<file path="src/hw/aux_wake_defs.svh">
// register offsets, field positions and reset values of the auxiliary wake and pin mux block
// assumes an 8-bit register port with byte-wide offsets
`ifndef AUX_WAKE_DEFS_SVH
`define AUX_WAKE_DEFS_SVH
`define WAKE_CTRL_OFFSET     8'hc5
`define WAKE_STATUS_OFFSET   8'hc7
`define WAKE_ENABLE_OFFSET   8'hc8
`define PIN_MUX_OFFSET       8'hc0
`define ADDR_QUAL_OFFSET     8'h24
`define IRQ_STATUS_OFFSET    8'hd0
`define IRQ_MASK_OFFSET      8'hd1
`define WAKE_SRC_MASK        8'h1e
`define PIN_MUX_RESET        8'h02
`define WAKE_RESET           8'h00
`define BIT_GLOBAL_EN        0
`define BIT_DMA3_SEL         1
`define BIT_KBC_SEL          3
`define BIT_ADDR_QUAL        6
`define BIT_PORT2_RING       1
`define BIT_PORT1_RING       2
`define BIT_KEYBOARD         3
`define BIT_MOUSE            4
`endif

</file>
<file path="src/hw/aux_wake_pkg.sv">
// types shared by the auxiliary wake and pin mux block
// assumes the defs header supplies all numbers
package aux_wake_pkg;
	typedef logic [7:0] reg_byte_t;
	typedef logic [3:0] wake_src_t;	// port2 ring, port1 ring, keyboard, mouse
endpackage

</file>
<file path="src/hw/aux_wake_and_pin_mux.sv">
// auxiliary wake event status/enable and serial port 2 / dma3 pin multiplexers
// assumes synchronous pins, a plain register port and a standby-power reset on nrst_in
//
// Contract
// [RQ1] one sticky status bit per wake source, set regardless of enables
// [RQ2] status cleared only by standby-power power-on reset
// [RQ3] writing one clears status bit, writing zero leaves it
// [RQ4] wake output low when source enabled, event seen and global enable set
// [RQ5] disabled source still records status but does not drive wake output
// [RQ6] enable register shares status layout, cleared only by standby-power reset
// [RQ7] qualification bit turns port2 rts into address input sa12, else zero
// [RQ8] qualification bit turns port2 cts into sa13; unselected inputs forced
// [RQ9] qualification bit turns port2 dtr into address input sa14, else zero
// [RQ10] qualification bit turns port2 dsr into sa15; unselected inputs forced
// [RQ11] kbc select turns port2 carrier detect into kbc line a
// [RQ12] kbc select turns port2 ring indicator into kbc line b
// [RQ13] dma3 select low turns dma request pin into kbc line a
// [RQ14] dma3 select low turns dma acknowledge pin into kbc line b; the code only forces dma_ch3_ack_n_out high
// [RQ15] global wake enable is bit zero of control, resets to zero
// [RQ16] wake output stays a level while enabled status bit remains set
// [RQ17] reserved status and enable bits read zero, writes ignored
//
// Local design decision: the plain strobed port.
`timescale 1ns/1ps
`include "aux_wake_defs.svh"

module aux_wake_and_pin_mux (
	input  wire logic                  ref_clk_in,
	input  wire logic                  nrst_in,
	input  wire logic                  main_rst_in,
	input  wire aux_wake_pkg::reg_byte_t addr_in,
	input  wire aux_wake_pkg::reg_byte_t wdata_in,
	input  wire logic                  wr_in,
	input  wire logic                  rd_in,
	output logic [7:0]                 rdata_out,
	input  wire logic                  port1_ring_wake_in,
	input  wire logic                  port2_ring_wake_in,
	input  wire logic                  keyboard_wake_in,
	input  wire logic                  mouse_wake_in,
	output logic                       wake_request_out_n,
	output logic                       irq_out,
	input  wire logic                  port2_request_to_send_n_in,
	input  wire logic                  port2_terminal_ready_n_in,
	output logic                       port2_rts_pin_out,
	output logic                       port2_rts_pin_oe_out,
	input  wire logic                  port2_rts_pin_in,
	output logic                       port2_dtr_pin_out,
	output logic                       port2_dtr_pin_oe_out,
	input  wire logic                  port2_dtr_pin_in,
	input  wire logic                  port2_cts_pin_in,
	input  wire logic                  port2_dsr_pin_in,
	input  wire logic                  port2_dcd_pin_in,
	input  wire logic                  port2_ri_pin_in,
	output logic                       port2_clear_to_send_n_out,
	output logic                       port2_set_ready_n_out,
	output logic                       port2_carrier_detect_n_out,
	output logic                       port2_ring_indicator_n_out,
	output logic [15:12]               sa_high_out,
	input  wire logic                  kbc_port_line_a_in,
	input  wire logic                  kbc_port_line_b_in,
	output logic                       kbc_port_line_a_out,
	output logic                       kbc_port_line_b_out,
	input  wire logic                  dma_ch3_request_in,
	output logic                       dma_ch3_req_pin_out,
	input  wire logic                  dma_ch3_ack_pin_in,
	output logic                       dma_ch3_ack_n_out
);
	import aux_wake_pkg::*;

	// named copy of the mux reset byte; a bare literal cannot be bit-selected
	localparam reg_byte_t pin_mux_rst = `PIN_MUX_RESET;

	////////////////////////////////////////////////////////////////////////////
	// register state

	wake_src_t  status_q;
	wake_src_t  enable_q;
	logic       global_wake_out_enable_q;
	logic       addr_qual16_select_q;
	logic       kbc_serial_pin_select_q;
	logic       dma_ch3_pin_select_q;
	wake_src_t  irq_status_q;
	wake_src_t  irq_mask_q;
	wake_src_t  event_now;
	wake_src_t  event_prev_q;
	wake_src_t  event_rise;
	wake_src_t  wr_clear;
	logic       wr_status;
	logic       wr_irq_status;

	assign event_now = {mouse_wake_in, keyboard_wake_in, port1_ring_wake_in, port2_ring_wake_in};
	assign event_rise = event_now & ~event_prev_q;
	assign wr_status = wr_in && (addr_in == `WAKE_STATUS_OFFSET);
	assign wr_irq_status = wr_in && (addr_in == `IRQ_STATUS_OFFSET);
	// reserved bits 0 and 7:5 are dropped from every status, enable and mask write
	assign wr_clear = wdata_in[4:1];	// see [RQ17]

	// edge memory for the interrupt events; a held level raises one event only
	always_ff @(posedge ref_clk_in or negedge nrst_in) begin
		if (!nrst_in) begin
			event_prev_q <= '0;
		end else begin
			event_prev_q <= event_now;
		end
	end

	////////////////////////////////////////////////////////////////////////////
	// wake status: sticky, standby reset only, set beats clear

	always_ff @(posedge ref_clk_in or negedge nrst_in) begin
		if (!nrst_in) begin
			status_q <= '0;	// see [RQ2]
		end else begin
			// a level event re-asserts every cycle, so a clear under a live event is lost
			status_q <= (status_q & ~(wr_status ? wr_clear : 4'h0)) | event_now;	// see [RQ1] [RQ3]
		end
	end

	// wake enable: main-power reset does not reach it
	always_ff @(posedge ref_clk_in or negedge nrst_in) begin
		if (!nrst_in) begin
			enable_q <= '0;	// see [RQ6]
		end else if (wr_in && addr_in == `WAKE_ENABLE_OFFSET) begin
			enable_q <= wdata_in[4:1];	// see [RQ6] [RQ17]
		end
	end

	// global wake enable, also standby-domain state
	always_ff @(posedge ref_clk_in or negedge nrst_in) begin
		if (!nrst_in) begin
			global_wake_out_enable_q <= 1'b0;	// see [RQ15]
		end else if (wr_in && addr_in == `WAKE_CTRL_OFFSET) begin
			global_wake_out_enable_q <= wdata_in[`BIT_GLOBAL_EN];	// see [RQ15]
		end
	end

	////////////////////////////////////////////////////////////////////////////
	// pin mux controls; these follow main power so main_rst_in restores defaults

	always_ff @(posedge ref_clk_in or negedge nrst_in) begin
		if (!nrst_in) begin
			addr_qual16_select_q    <= 1'b0;
			kbc_serial_pin_select_q <= pin_mux_rst[`BIT_KBC_SEL];
			dma_ch3_pin_select_q    <= pin_mux_rst[`BIT_DMA3_SEL];
		end else if (main_rst_in) begin
			addr_qual16_select_q    <= 1'b0;
			kbc_serial_pin_select_q <= pin_mux_rst[`BIT_KBC_SEL];
			dma_ch3_pin_select_q    <= pin_mux_rst[`BIT_DMA3_SEL];
		end else if (wr_in) begin
			if (addr_in == `ADDR_QUAL_OFFSET) begin
				addr_qual16_select_q <= wdata_in[`BIT_ADDR_QUAL];
			end
			if (addr_in == `PIN_MUX_OFFSET) begin
				kbc_serial_pin_select_q <= wdata_in[`BIT_KBC_SEL];
				dma_ch3_pin_select_q    <= wdata_in[`BIT_DMA3_SEL];
			end
		end
	end

	////////////////////////////////////////////////////////////////////////////
	// interrupt: sticky on event rise, write one to clear, set beats clear

	always_ff @(posedge ref_clk_in or negedge nrst_in) begin
		if (!nrst_in) begin
			irq_status_q <= '0;
			irq_mask_q   <= '0;
			irq_out      <= 1'b0;
		end else begin
			irq_status_q <= (irq_status_q & ~(wr_irq_status ? wr_clear : 4'h0)) | event_rise;
			if (wr_in && addr_in == `IRQ_MASK_OFFSET) begin
				irq_mask_q <= wdata_in[4:1];
			end
			irq_out <= |(irq_status_q & irq_mask_q);
		end
	end

	////////////////////////////////////////////////////////////////////////////
	// wake output: a level while any enabled status bit stays set

	always_ff @(posedge ref_clk_in or negedge nrst_in) begin
		if (!nrst_in) begin
			wake_request_out_n <= 1'b1;
		end else begin
			// disabled sources are masked here but still recorded above
			wake_request_out_n <= ~(global_wake_out_enable_q && |(status_q & enable_q));	// see [RQ4] [RQ5] [RQ16]
		end
	end

	////////////////////////////////////////////////////////////////////////////
	// register read: one cycle latency, unmapped reads zero

	always_ff @(posedge ref_clk_in or negedge nrst_in) begin
		if (!nrst_in) begin
			rdata_out <= '0;
		end else if (rd_in) begin
			unique case (addr_in)
				`WAKE_STATUS_OFFSET: rdata_out <= {3'h0, status_q, 1'b0};	// see [RQ17]
				`WAKE_ENABLE_OFFSET: rdata_out <= {3'h0, enable_q, 1'b0};	// see [RQ17]
				`WAKE_CTRL_OFFSET:   rdata_out <= {7'h00, global_wake_out_enable_q};
				`ADDR_QUAL_OFFSET:   rdata_out <= {1'b0, addr_qual16_select_q, 6'h00};
				`PIN_MUX_OFFSET:     rdata_out <= {4'h0, kbc_serial_pin_select_q, 1'b0,
								dma_ch3_pin_select_q, 1'b0};
				`IRQ_STATUS_OFFSET:  rdata_out <= {3'h0, irq_status_q, 1'b0};
				`IRQ_MASK_OFFSET:    rdata_out <= {3'h0, irq_mask_q, 1'b0};
				default:             rdata_out <= 8'h00;
			endcase
		end else begin
			rdata_out <= '0;
		end
	end

	////////////////////////////////////////////////////////////////////////////
	// pin multiplexers, registered so every output leaves a flip-flop

	always_ff @(posedge ref_clk_in or negedge nrst_in) begin
		if (!nrst_in) begin
			port2_rts_pin_out          <= 1'b1;
			port2_rts_pin_oe_out       <= 1'b1;
			port2_dtr_pin_out          <= 1'b1;
			port2_dtr_pin_oe_out       <= 1'b1;
			port2_clear_to_send_n_out  <= 1'b1;
			port2_set_ready_n_out      <= 1'b1;
			sa_high_out                <= 4'h0;
		end else begin
			// rts and dtr pins turn round to inputs when used for address
			port2_rts_pin_out    <= port2_request_to_send_n_in;	// see [RQ7]
			port2_rts_pin_oe_out <= ~addr_qual16_select_q;	// see [RQ7]
			port2_dtr_pin_out    <= port2_terminal_ready_n_in;	// see [RQ9]
			port2_dtr_pin_oe_out <= ~addr_qual16_select_q;	// see [RQ9]
			// unselected modem inputs idle high, unselected address bits low
			port2_clear_to_send_n_out <= addr_qual16_select_q ? 1'b1 : port2_cts_pin_in;	// see [RQ8]
			port2_set_ready_n_out     <= addr_qual16_select_q ? 1'b1 : port2_dsr_pin_in;	// see [RQ10]
			sa_high_out <= addr_qual16_select_q ?
				{port2_dsr_pin_in, port2_dtr_pin_in, port2_cts_pin_in, port2_rts_pin_in} :
				4'h0;	// see [RQ7] [RQ8] [RQ9] [RQ10]
		end
	end

	// carrier detect / ring pins against kbc lines, and the dma3 pins
	always_ff @(posedge ref_clk_in or negedge nrst_in) begin
		if (!nrst_in) begin
			port2_carrier_detect_n_out <= 1'b1;
			port2_ring_indicator_n_out <= 1'b1;
			kbc_port_line_a_out        <= 1'b0;
			kbc_port_line_b_out        <= 1'b0;
			dma_ch3_req_pin_out        <= 1'b0;
			dma_ch3_ack_n_out          <= 1'b1;
		end else begin
			port2_carrier_detect_n_out <= kbc_serial_pin_select_q ? 1'b1 : port2_dcd_pin_in;	// see [RQ11]
			port2_ring_indicator_n_out <= kbc_serial_pin_select_q ? 1'b1 : port2_ri_pin_in;	// see [RQ12]
			// kbc lines come in on the dcd and ri modem pins when selected, else from the kbc line inputs
			kbc_port_line_a_out <= kbc_serial_pin_select_q ? port2_dcd_pin_in : kbc_port_line_a_in;	// see [RQ11]
			kbc_port_line_b_out <= kbc_serial_pin_select_q ? port2_ri_pin_in : kbc_port_line_b_in;	// see [RQ12]
			dma_ch3_req_pin_out <= dma_ch3_pin_select_q ? dma_ch3_request_in : kbc_port_line_a_in;	// see [RQ13]
			dma_ch3_ack_n_out   <= dma_ch3_pin_select_q ? dma_ch3_ack_pin_in : 1'b1;	// see [RQ14]
		end
	end

endmodule // aux_wake_and_pin_mux

</file>
<file path="config.mk">
export PLATFORM = sky130hd
export DESIGN_NAME = aux_wake_and_pin_mux
export DESIGN_NICKNAME = d
export VERILOG_FILES = /design/src/hw/aux_wake_pkg.sv /design/src/hw/aux_wake_and_pin_mux.sv
export VERILOG_INCLUDE_DIRS = /design/src /design/src/hw
export SDC_FILE = /design/constraint.sdc
export NUM_CORES = 1
export LEC_CHECK = 0
export BUFFER_PORTS_ARGS = -buffer_cell sky130_fd_sc_hd__clkbuf_2
export CAP_MARGIN = 20
export CORE_ASPECT_RATIO = 0.75
export CORE_MARGIN = 2
export CORE_UTILIZATION = 30
export DETAILED_ROUTE_END_ITERATION = 7
export HOLD_SLACK_MARGIN = 0.15
export PLACE_DENSITY = 0.5
export SLEW_MARGIN = 20
export SYNTH_ARGS = -nofsm -noshare
export SYNTH_HDL_FRONTEND = slang
export SYNTH_SLANG_ARGS = --single-unit
</file>
<file path="constraint.sdc">
create_clock -name ref_clk_in -period 1.34 [get_ports ref_clk_in]
set_clock_uncertainty 0.15 [all_clocks]
set_input_delay 0.268 -clock ref_clk_in [delete_from_list [all_inputs] [get_ports ref_clk_in]]
set_output_delay 0.268 -clock ref_clk_in [all_outputs]
set_load 0.02 [all_outputs]
</file>
# Yosys cells after proc, flatten, opt, wreduce, memory -nomap -nowiden

Cells that the tools add are included.

Eq/ne operators: 7
Muxes and demuxes: 22
Bitwise gates (word level): 12
Reduce and logical (&&, ||, !) cells: 13

Operators with widths:

| kind               | count |
|---|---|
| $pmux 7 s7         | 1 |
| $eq 8x8->1 const B | 6 |
| $and 4x4->4        | 5 |
| $mux 1             | 17 |
| $mux 4             | 3 |
| $not 4->4          | 3 |
| $eq 8x6->1 const B | 1 |
| $or 4x4->4         | 2 |
| $reduce_or 4->1    | 2 |
| $mux 7             | 1 |
| $logic_and 1x1->1  | 6 |
| $reduce_bool 2->1  | 3 |
| $reduce_and 2->1   | 2 |
| $not 1->1          | 2 |

Register bits after elaboration: 49
Input bits: 37
Output and inout bits: 26
Logic and storage cells: 78

# Logic depth before layout (Yosys ltp)

Gate-level depths: netlist of the first run.

Depth in word-level cells: 6
Depth in mapped cells: 6
Gate-level depth less buffers: 4

# Worst setup path before layout of the first run

OpenSTA, ideal clock, no wires.

Path type: input -> register
From: in addr_in[4]
To: reg enable_q[0]
Setup time: 0.125 ns
Arrival: 1.527 ns
Data required time: 1.065 ns
Setup slack: -0.462 ns
Cell stages on the path: 4
Path through: buf_2 > or4b_4 > nor3_4 > mux2_2

Word-level cells in the longest chain between the ends: 2

Ends and longest elaborated chain:

| element                     | RTL line                    | source |
|---|---|---|
| start: declaration          | aux_wake_and_pin_mux.sv:31  | `input wire aux_wake_pkg::reg_byte_t addr_in,` |
| $eq 8x8->1                  | -                           |  |
| $logic_and 1x1->1 (no line) | -                           |  |
| end signal: assignment      | aux_wake_and_pin_mux.sv:124 | `enable_q <= wdata_in[4:1];` |
| end: declaration            | aux_wake_and_pin_mux.sv:77  | `wake_src_t enable_q;` |

No other way between the ends.
A chain may end at the register's enable or synchronous reset.

# Worst setup path in the final report of the first run

From: in addr_in[4]
To: reg enable_q[3]

Same word-level chain as after synthesis.

==> results of run 1 <==
==> worst max-delay path, delay by kind of cell <==
family / cells / cell delay [ns]
buffers and inverters: 1 / 0.10
muxes: 1 / 0.37
and+or+nand+nor: 2 / 0.81
==> per-layer routing <==
| layer | global-route usage | share of wire | vias up |
|---|---|---|---|
| li1 | - | - | 767 |
| met1 | 0.203 | 0.49 | 770 |
| met2 | 0.215 | 0.43 | 61 |
| met3 | 0.0385 | 0.060 | 7 |
| met4 | 0.0417 | 0.013 | 0 |
| met5 | 0 | 0 | - |
==> through the flow <==
stage,utilization,setup WS [ns],TNS (ns)
6_report,0.490,-0.165,-1.97
5_1_grt,0.490,-0.192,-2.92
4_1_cts,0.472,-0.160,-1.95
3_5_place_dp,0.403,-0.486,-9.23
3_3_place_gp,0.403,-0.477,-9.36
2_1_floorplan,-,-0.432,-5.63
==> layout by cell type, fill, tap and decap left out, drive strengths merged <==
cell	n
a211o	1
a21o	4
a222oi	2
a22o	6
a22oi	4
a31oi	2
and2	4
and3	1
and3b	1
buf	42
clkbuf	51
clkinv	1
clkinvlp	1
conb	2
dfrtp	37
dfstp	10
dlygate4sd3	24
inv	7
mux2	12
mux2i	4
nand2	13
nand2b	1
nand3	7
nand4	1
nand4b	1
nor2	7
nor2b	1
nor3	4
nor3b	1
nor4	1
nor4b	3
o21ai	1
o22ai	2
or2	4
or3b	1
or4	1
or4b	2
==> layout make-up <==
cell class | instances | area [sq um]
clock inverter | 2 | 12.5
tap | 81 | 101
multi-input combinational | 94 | 797
clock buffer | 6 | 72.6
fill | 549 | 3220
sequential | 47 | 1190
inverter | 7 | 26.3
timing repair buffer | 111 | 898
==> state kept, by name, indices dropped and copies added, names as in the netlist, 4 cells and up <==
signal and count:
enable_q 4, status_q 4, irq_mask_q 4, sa_high_out 4, event_prev_q 4, rdata_out 6
irq_status_q 4
==> final timing paths <==
path                       depth (start not counted)                            startpoint                                to
min                                                3                            addr_in[1]            rdata_out[6]$_DFF_PN0_
max reg2reg                                        4             irq_status_q[0]$_DFF_PN0_            rdata_out[1]$_DFF_PN0_
max                                                4                            addr_in[4]           enable_q[3]$_DFFE_PN0P_
min reg2reg                                        1  global_wake_out_enable_q$_DFFE_PN0P_      wake_request_out_n$_DFF_PN1_
min in group asynchronous                          3                               nrst_in         event_prev_q[1]$_DFF_PN0_
max in group asynchronous                          3                               nrst_in  dma_ch3_pin_select_q$_DFFE_PN1P_
==> report_power, final <==
group | total, mW | switching [mW] | leakage [nW] | internal [mW]
sequential | 1.49 | 0.0246 | 0.562 | 1.47
combinational | 0.392 | 0.176 | 0.867 | 0.216
clock | 0.838 | 0.472 | 0.0412 | 0.365
total | 2.72 | 0.673 | 1.47 | 2.05
==> cells by family (layout without fill, tap and decap cells) <==
group,count (synthesis),in the layout
mux,16,16
other cells,1,2
simple gates,54,54
compound gates,22,22
buf+inv,14,126
flops,47,47
==> repair_timing <==
| item | CTS | global route |
|---|---|---|
| pin swaps | 5 | 6 |
| buffers inserted | 0 | 4 |
| resized for setup | 22 | 29 |
| setup endpoints to repair | 30 | 34 |
| hold endpoints to repair | 87 | 1 |
| gates cloned | 0 | 0 |
==> out/qor.txt, run 1 <==
Outcome - finished with violations
Violated checks - setup timing
Synth Area in Compound Gates - 0.0869
Core Area - 0.00632 sq mm
R2r setup slk - 0.01 ns
Hold_ws - 0.107 ns
Post-synthesis cell type count - 39
Worst path cell trace - buf_8, or4b_4, nor3_4, mux2_2
Tot GR Track Use - 0.142
Xor/xnor cell area share of the yosys netlist - 0
WS Path Type - input pin to register
CP max stage cell - or4b_4
Die W - 97.6 um
Final period util - 1.12
Worst-case clock buffer depth - 2
Non-Filler Cell Area, Final - 0.00310 sq mm
CP arrival - 1.55 ns
Simple-Gate Fraction of Synth Area - 0.182
Cell Rows - 25
Total gr overflow - 0
Vias in the first global route - 1634
Final wirelength - 4900 um
Largest net degree at the start of global routing - 48
Wire length per cell - 14.1 um
Prevailing post-synth register cell - dfrtp_1
Worst-path clk slew - 0.09 ns
DP Area - 0.00255 sq mm
Max Slew Vio Count - 0
Maximum clock rate - 0.664 GHz
# setup viols final - 29
Synth Area in Adders - 0
Fin worst setup slack - -0.165 ns
Max cap viols - 0
Hold Crit Class - input pin to register
Initial DRC Count - 54
Final worst path period need - 1.51 ns
Clk_lat worst skew - 0.30 ns
Starting Density - 0.312
Unrepaired setup endpoints after global routing - yes
H-tree depth - 2
Power per cell area - 879 mW/mm^2
Remaining antenna violation count - 0
Final Non-Filler Cells - 348
CTS Sinks - 47
Hold Vio Cnt, Final - 0
Register area share after synthesis - 0.603
Tot Pwr - 2.72 mW
Warnings from Yosys - 0
Post-synth EDFFs - 0
CTS hold repair buffers - 24
Synth async-reset ratio - 1.00
Critical path capture point type - register
Dpl cells - 312
Top cells by area, synth - dfrtp_1 (47%), dfstp_2 (13%), mux2_2 (6.9%)
Largest family of logic cells by synthesized area - simple AND/OR/NAND/NOR gates
Top-count cell post-synth - dfrtp_1
Leakage power - 1.47 nW
Ant. Diodes - 0
Die Ht - 74.2 um
Initial antenna violation count - 0
Layout cells sized above 1 - 0.506
CP required - 1.39 ns
Post-synthesis area per instance - 12.8 sq um
Die footprint - 0.00724 sq mm
# DRC - 0
Post-synthesis mux area share - 0.0888
Dominant cell type by area after synthesis - dfrtp_1
Post-Syn Instances - 154
Max IR drop VDD - 0.509 mV
Clock Tree Root - clkbuf_8
Total CTS buffers - 5
CP startpoint kind - input pin
Drt pass-1 iters - 4
Via count - 1605
Post-DP HPWL - 3560 um
Area Overhead vs Synth - 57.0%
IO Port Bufs - 58
Drt via density - 4.61
TritonCTS clock tree - yes
Final Wtd Congestion - 0.809
Max incr delay on CP - 0.55 ns
Crit-path max FO - 4
Num ports - 63
Post-Syn Area - 0.00197 sq mm
Yosys top cell area share - 0.470
Top cells by count, synth - dfrtp_1 (37), nand2_1 (13), mux2_2 (12), dfstp_2 (10)
Synthesized flop and latch total - 47
First-pass GRT wire length - 7940 um
Nets@finish - 303
Power figures use the tool's default switching activity.
==> run 2: changes to the inputs <==
--- a/config.mk
+++ b/config.mk
@@ -6,6 +6,7 @@
 export SDC_FILE = /design/constraint.sdc
 export NUM_CORES = 1
 export LEC_CHECK = 0
+export ABC_AREA = 1
 export BUFFER_PORTS_ARGS = -buffer_cell sky130_fd_sc_hd__clkbuf_2
 export CAP_MARGIN = 20
 export CORE_ASPECT_RATIO = 0.75
==> run 2 against run 1 <==
The run still ends with setup timing left. Via count rose by 5.9%. Cell count rose by 15%. Utilization fell by 2.3 points. Clock power rose by 26%. Global-route usage barely moved. Sequential cell count did not move. Combinational power fell by 10%. Highest routed layer unchanged.
==> out/qor.txt, run 2 <==
Unrepaired setup endpoints after global routing - yes
Fin worst setup slack - -0.0599 ns (+0.105 ns)
WP buf/inv - 1 (unchanged)
Core Area - 0.00635 sq mm (+0.50%)
Final Util - 0.467 (-0.0227)
Critical path capture point type - primary output
Register area share after synthesis - 0.597 (-0.00606)
Post-synthesis cell type count - 22 (-44%)
First-pass GRT wire length - 8080 um (+1.7%)
Max incr delay on CP - 0.57 ns (+0.02 ns)
DR top layer - met4
Die footprint - 0.00731 sq mm (+0.97%)
WL met1 - 2330 um (-3.3%)
Post-DP HPWL - 3460 um (-3.0%)
Remaining antenna violation count - 0 (unchanged)
Warnings from Yosys - 0 (unchanged)
Dominant cell type by area after synthesis - dfrtp_1
Length of routed met2 wiring - 1980 um (-6.8%)
CTS Sinks - 47 (unchanged)
Top cells by count, synth - nand2_1 (58), dfrtp_1 (37), inv_1 (28), o21ai_0 (17), nand3_1 (16)
Final period util - 1.04 (-0.0785)
Starting Density - 0.314 (+0.00162)
Layout cells sized above 1 - 0.339 (-0.167)
Tot GR Track Use - 0.142 (+0.000266)
Final worst path period need - 1.40 ns (-0.105 ns)
Total CTS buffers - 5 (unchanged)
Post-synth EDFFs - 0 (unchanged)
Post-Syn Area - 0.00199 sq mm (+1.0%)
Violated checks - setup timing
Power per cell area - 981 mW/mm^2 (+12%)
Buffers inserted by post-CTS timing repair - 0 (unchanged)
Largest net degree at the start of global routing - 39 (-19%)
Outcome - finished with violations
Ant. Diodes - 0 (unchanged)
CP arrival - 0.98 ns (-0.57 ns)
Crit-path max FO - 2 (-2)
Met3 Wirelength - 285 um (-3.7%)
H-tree depth - 2 (unchanged)
Hold Crit Class - input pin to register
Worst-case clock buffer depth - 2 (unchanged)
Max Slew Vio Count - 0 (unchanged)
Leakage power - 1.52 nW (+3.6%)
TritonCTS clock tree - yes
Nets@finish - 355 (+17%)
Synth async-reset ratio - 1.00 (unchanged)
Pre-CTS WS - -0.108 ns (+0.378 ns)
Area Overhead vs Synth - 49.0%
Final Wtd Congestion - 0.753 (-6.9%)
# setup viols final - 10 (-66%)
# DRC - 0 (unchanged)
Num ports - 63 (unchanged)
Max IR drop VDD - 0.500 mV (-1.7%)
Worst-path clk slew - 0.09 ns (about the same)
Clock Tree Root - clkbuf_8
Top-count cell post-synth - nand2_1
Commonest non-fill, non-tap cell in the layout - nand2_1
CP max stage cell - dfstp_2
Most frequent cells in the layout - nand2_1 (58), clkbuf_2 (48), dfrtp_1 (37)
Worst path cell trace - buf_8
Die Ht - 74.6 um (+0.49%)
Top cells by area, synth - dfrtp_1 (46%), dfstp_2 (13%), nand2_1 (11%)
Initial antenna violation count - 0 (unchanged)
Yosys top cell area share - 0.465 (-0.00472)
Total negative slack - -0.253 ns (+1.71 ns)
CP required - 0.92 ns (-0.47 ns)
Post-Syn Instances - 216 (+40%)
Clk_lat worst skew - 0.29 ns (about the same)
Hold Vio Cnt, Final - 0 (unchanged)
Top reg by flops - rdata_out
CP top delay family - flip-flops
Prevailing post-synth register cell - dfrtp_1
Drt pass-1 iters - 4 (unchanged)
Maximum clock rate - 0.714 GHz (+7.5%)
Total gr overflow - 0 (unchanged)
Vias in the first global route - 1704 (+4.3%)
Post-synthesis area per instance - 9.22 sq um (-28%)
Initial DRC Count - 85 (+57%)
Tot Pwr - 2.91 mW (+7.0%)
Via count - 1700 (+5.9%)
Die W - 98.1 um (+0.49%)
Final wirelength - 4630 um (-5.6%)
Max FFs per register - 6 (unchanged)
Synthesized flop and latch total - 47 (unchanged)
WS Path Type - register to primary output
IO Port Bufs - 58 (unchanged)
CP startpoint kind - register
Drt via density - 4.25 (-7.9%)
Wire length per cell - 11.6 um (-18%)
Max cap viols - 0 (unchanged)
Hold_ws - 0.141 ns (+0.0348 ns)
Cell Rows - 25 (unchanged)
==> run 2: area by class of cell <==
cell class / instances / area [sq um]
clock buffer: 6 / 82.6
clock inverter: 2 / 35.0
fill: 624 / 3380
inverter: 28 / 105
multi-input combinational: 139 / 682
sequential: 47 / 1190
tap: 81 / 101
timing repair buffer: 97 / 773
==> run 2: path summary, 6_finish.rpt <==
path                                                           from                             to  slack, ns  cells after the start
worst min register to register            event_prev_q[3]$_DFF_PN0_      irq_status_q[3]$_DFF_PN0_       0.27                      1
min in group asynchronous                                   nrst_in      sa_high_out[14]$_DFF_PN0_       0.24                      2
worst max-delay path                 port2_dtr_pin_oe_out$_DFF_PN1_           port2_rts_pin_oe_out      -0.06                      1
worst min-delay path                                     addr_in[6]         rdata_out[6]$_DFF_PN0_       0.14                      4
worst max register to register  kbc_serial_pin_select_q$_DFFE_PN0P_  kbc_port_line_b_out$_DFF_PN0_       0.27                      1
max in group asynchronous                                   nrst_in   wake_request_out_n$_DFF_PN1_       0.25                      3
==> run 2: through the flow <==
stage	area, sq um	cells
2_1_floorplan	2000	217
3_3_place_gp	2490	366
3_5_place_dp	2490	366
4_1_cts	2950	400
5_1_grt	2970	400
6_report	2970	400
==> run 2: timing repair <==
item | 4_1_cts | 5_1_grt
hold buffers | 26 | 0
gates resized for setup | 18 | 11
pin swaps | 0 | 1
setup endpoints to repair | 10 | 11
endpoints found under the hold margin | 82 | 0
==> run 2: power by group <==
part	leakage [nW]	internal [mW]	switching, mW
clock	0.0612	0.604	0.461
sequential	0.526	1.47	0.0229
combinational	0.935	0.177	0.174
==> run 2: cell families after synthesis <==
kind of cell    count (synthesis)  synth area share
mux                             1           0.00565
other cells                     1           0.00188
flops                          47             0.597
simple gates                  109             0.260
compound gates                 27            0.0716
buf+inv                        31            0.0641
==> run 2: metal layers <==
| layer | vias to the layer above | global-route usage |
|---|---|---|
| li1 | 876 | - |
| met1 | 768 | 0.199 |
| met2 | 52 | 0.227 |
| met3 | 4 | 0.0367 |
| met4 | 0 | 0.0324 |
| met5 | - | 0 |
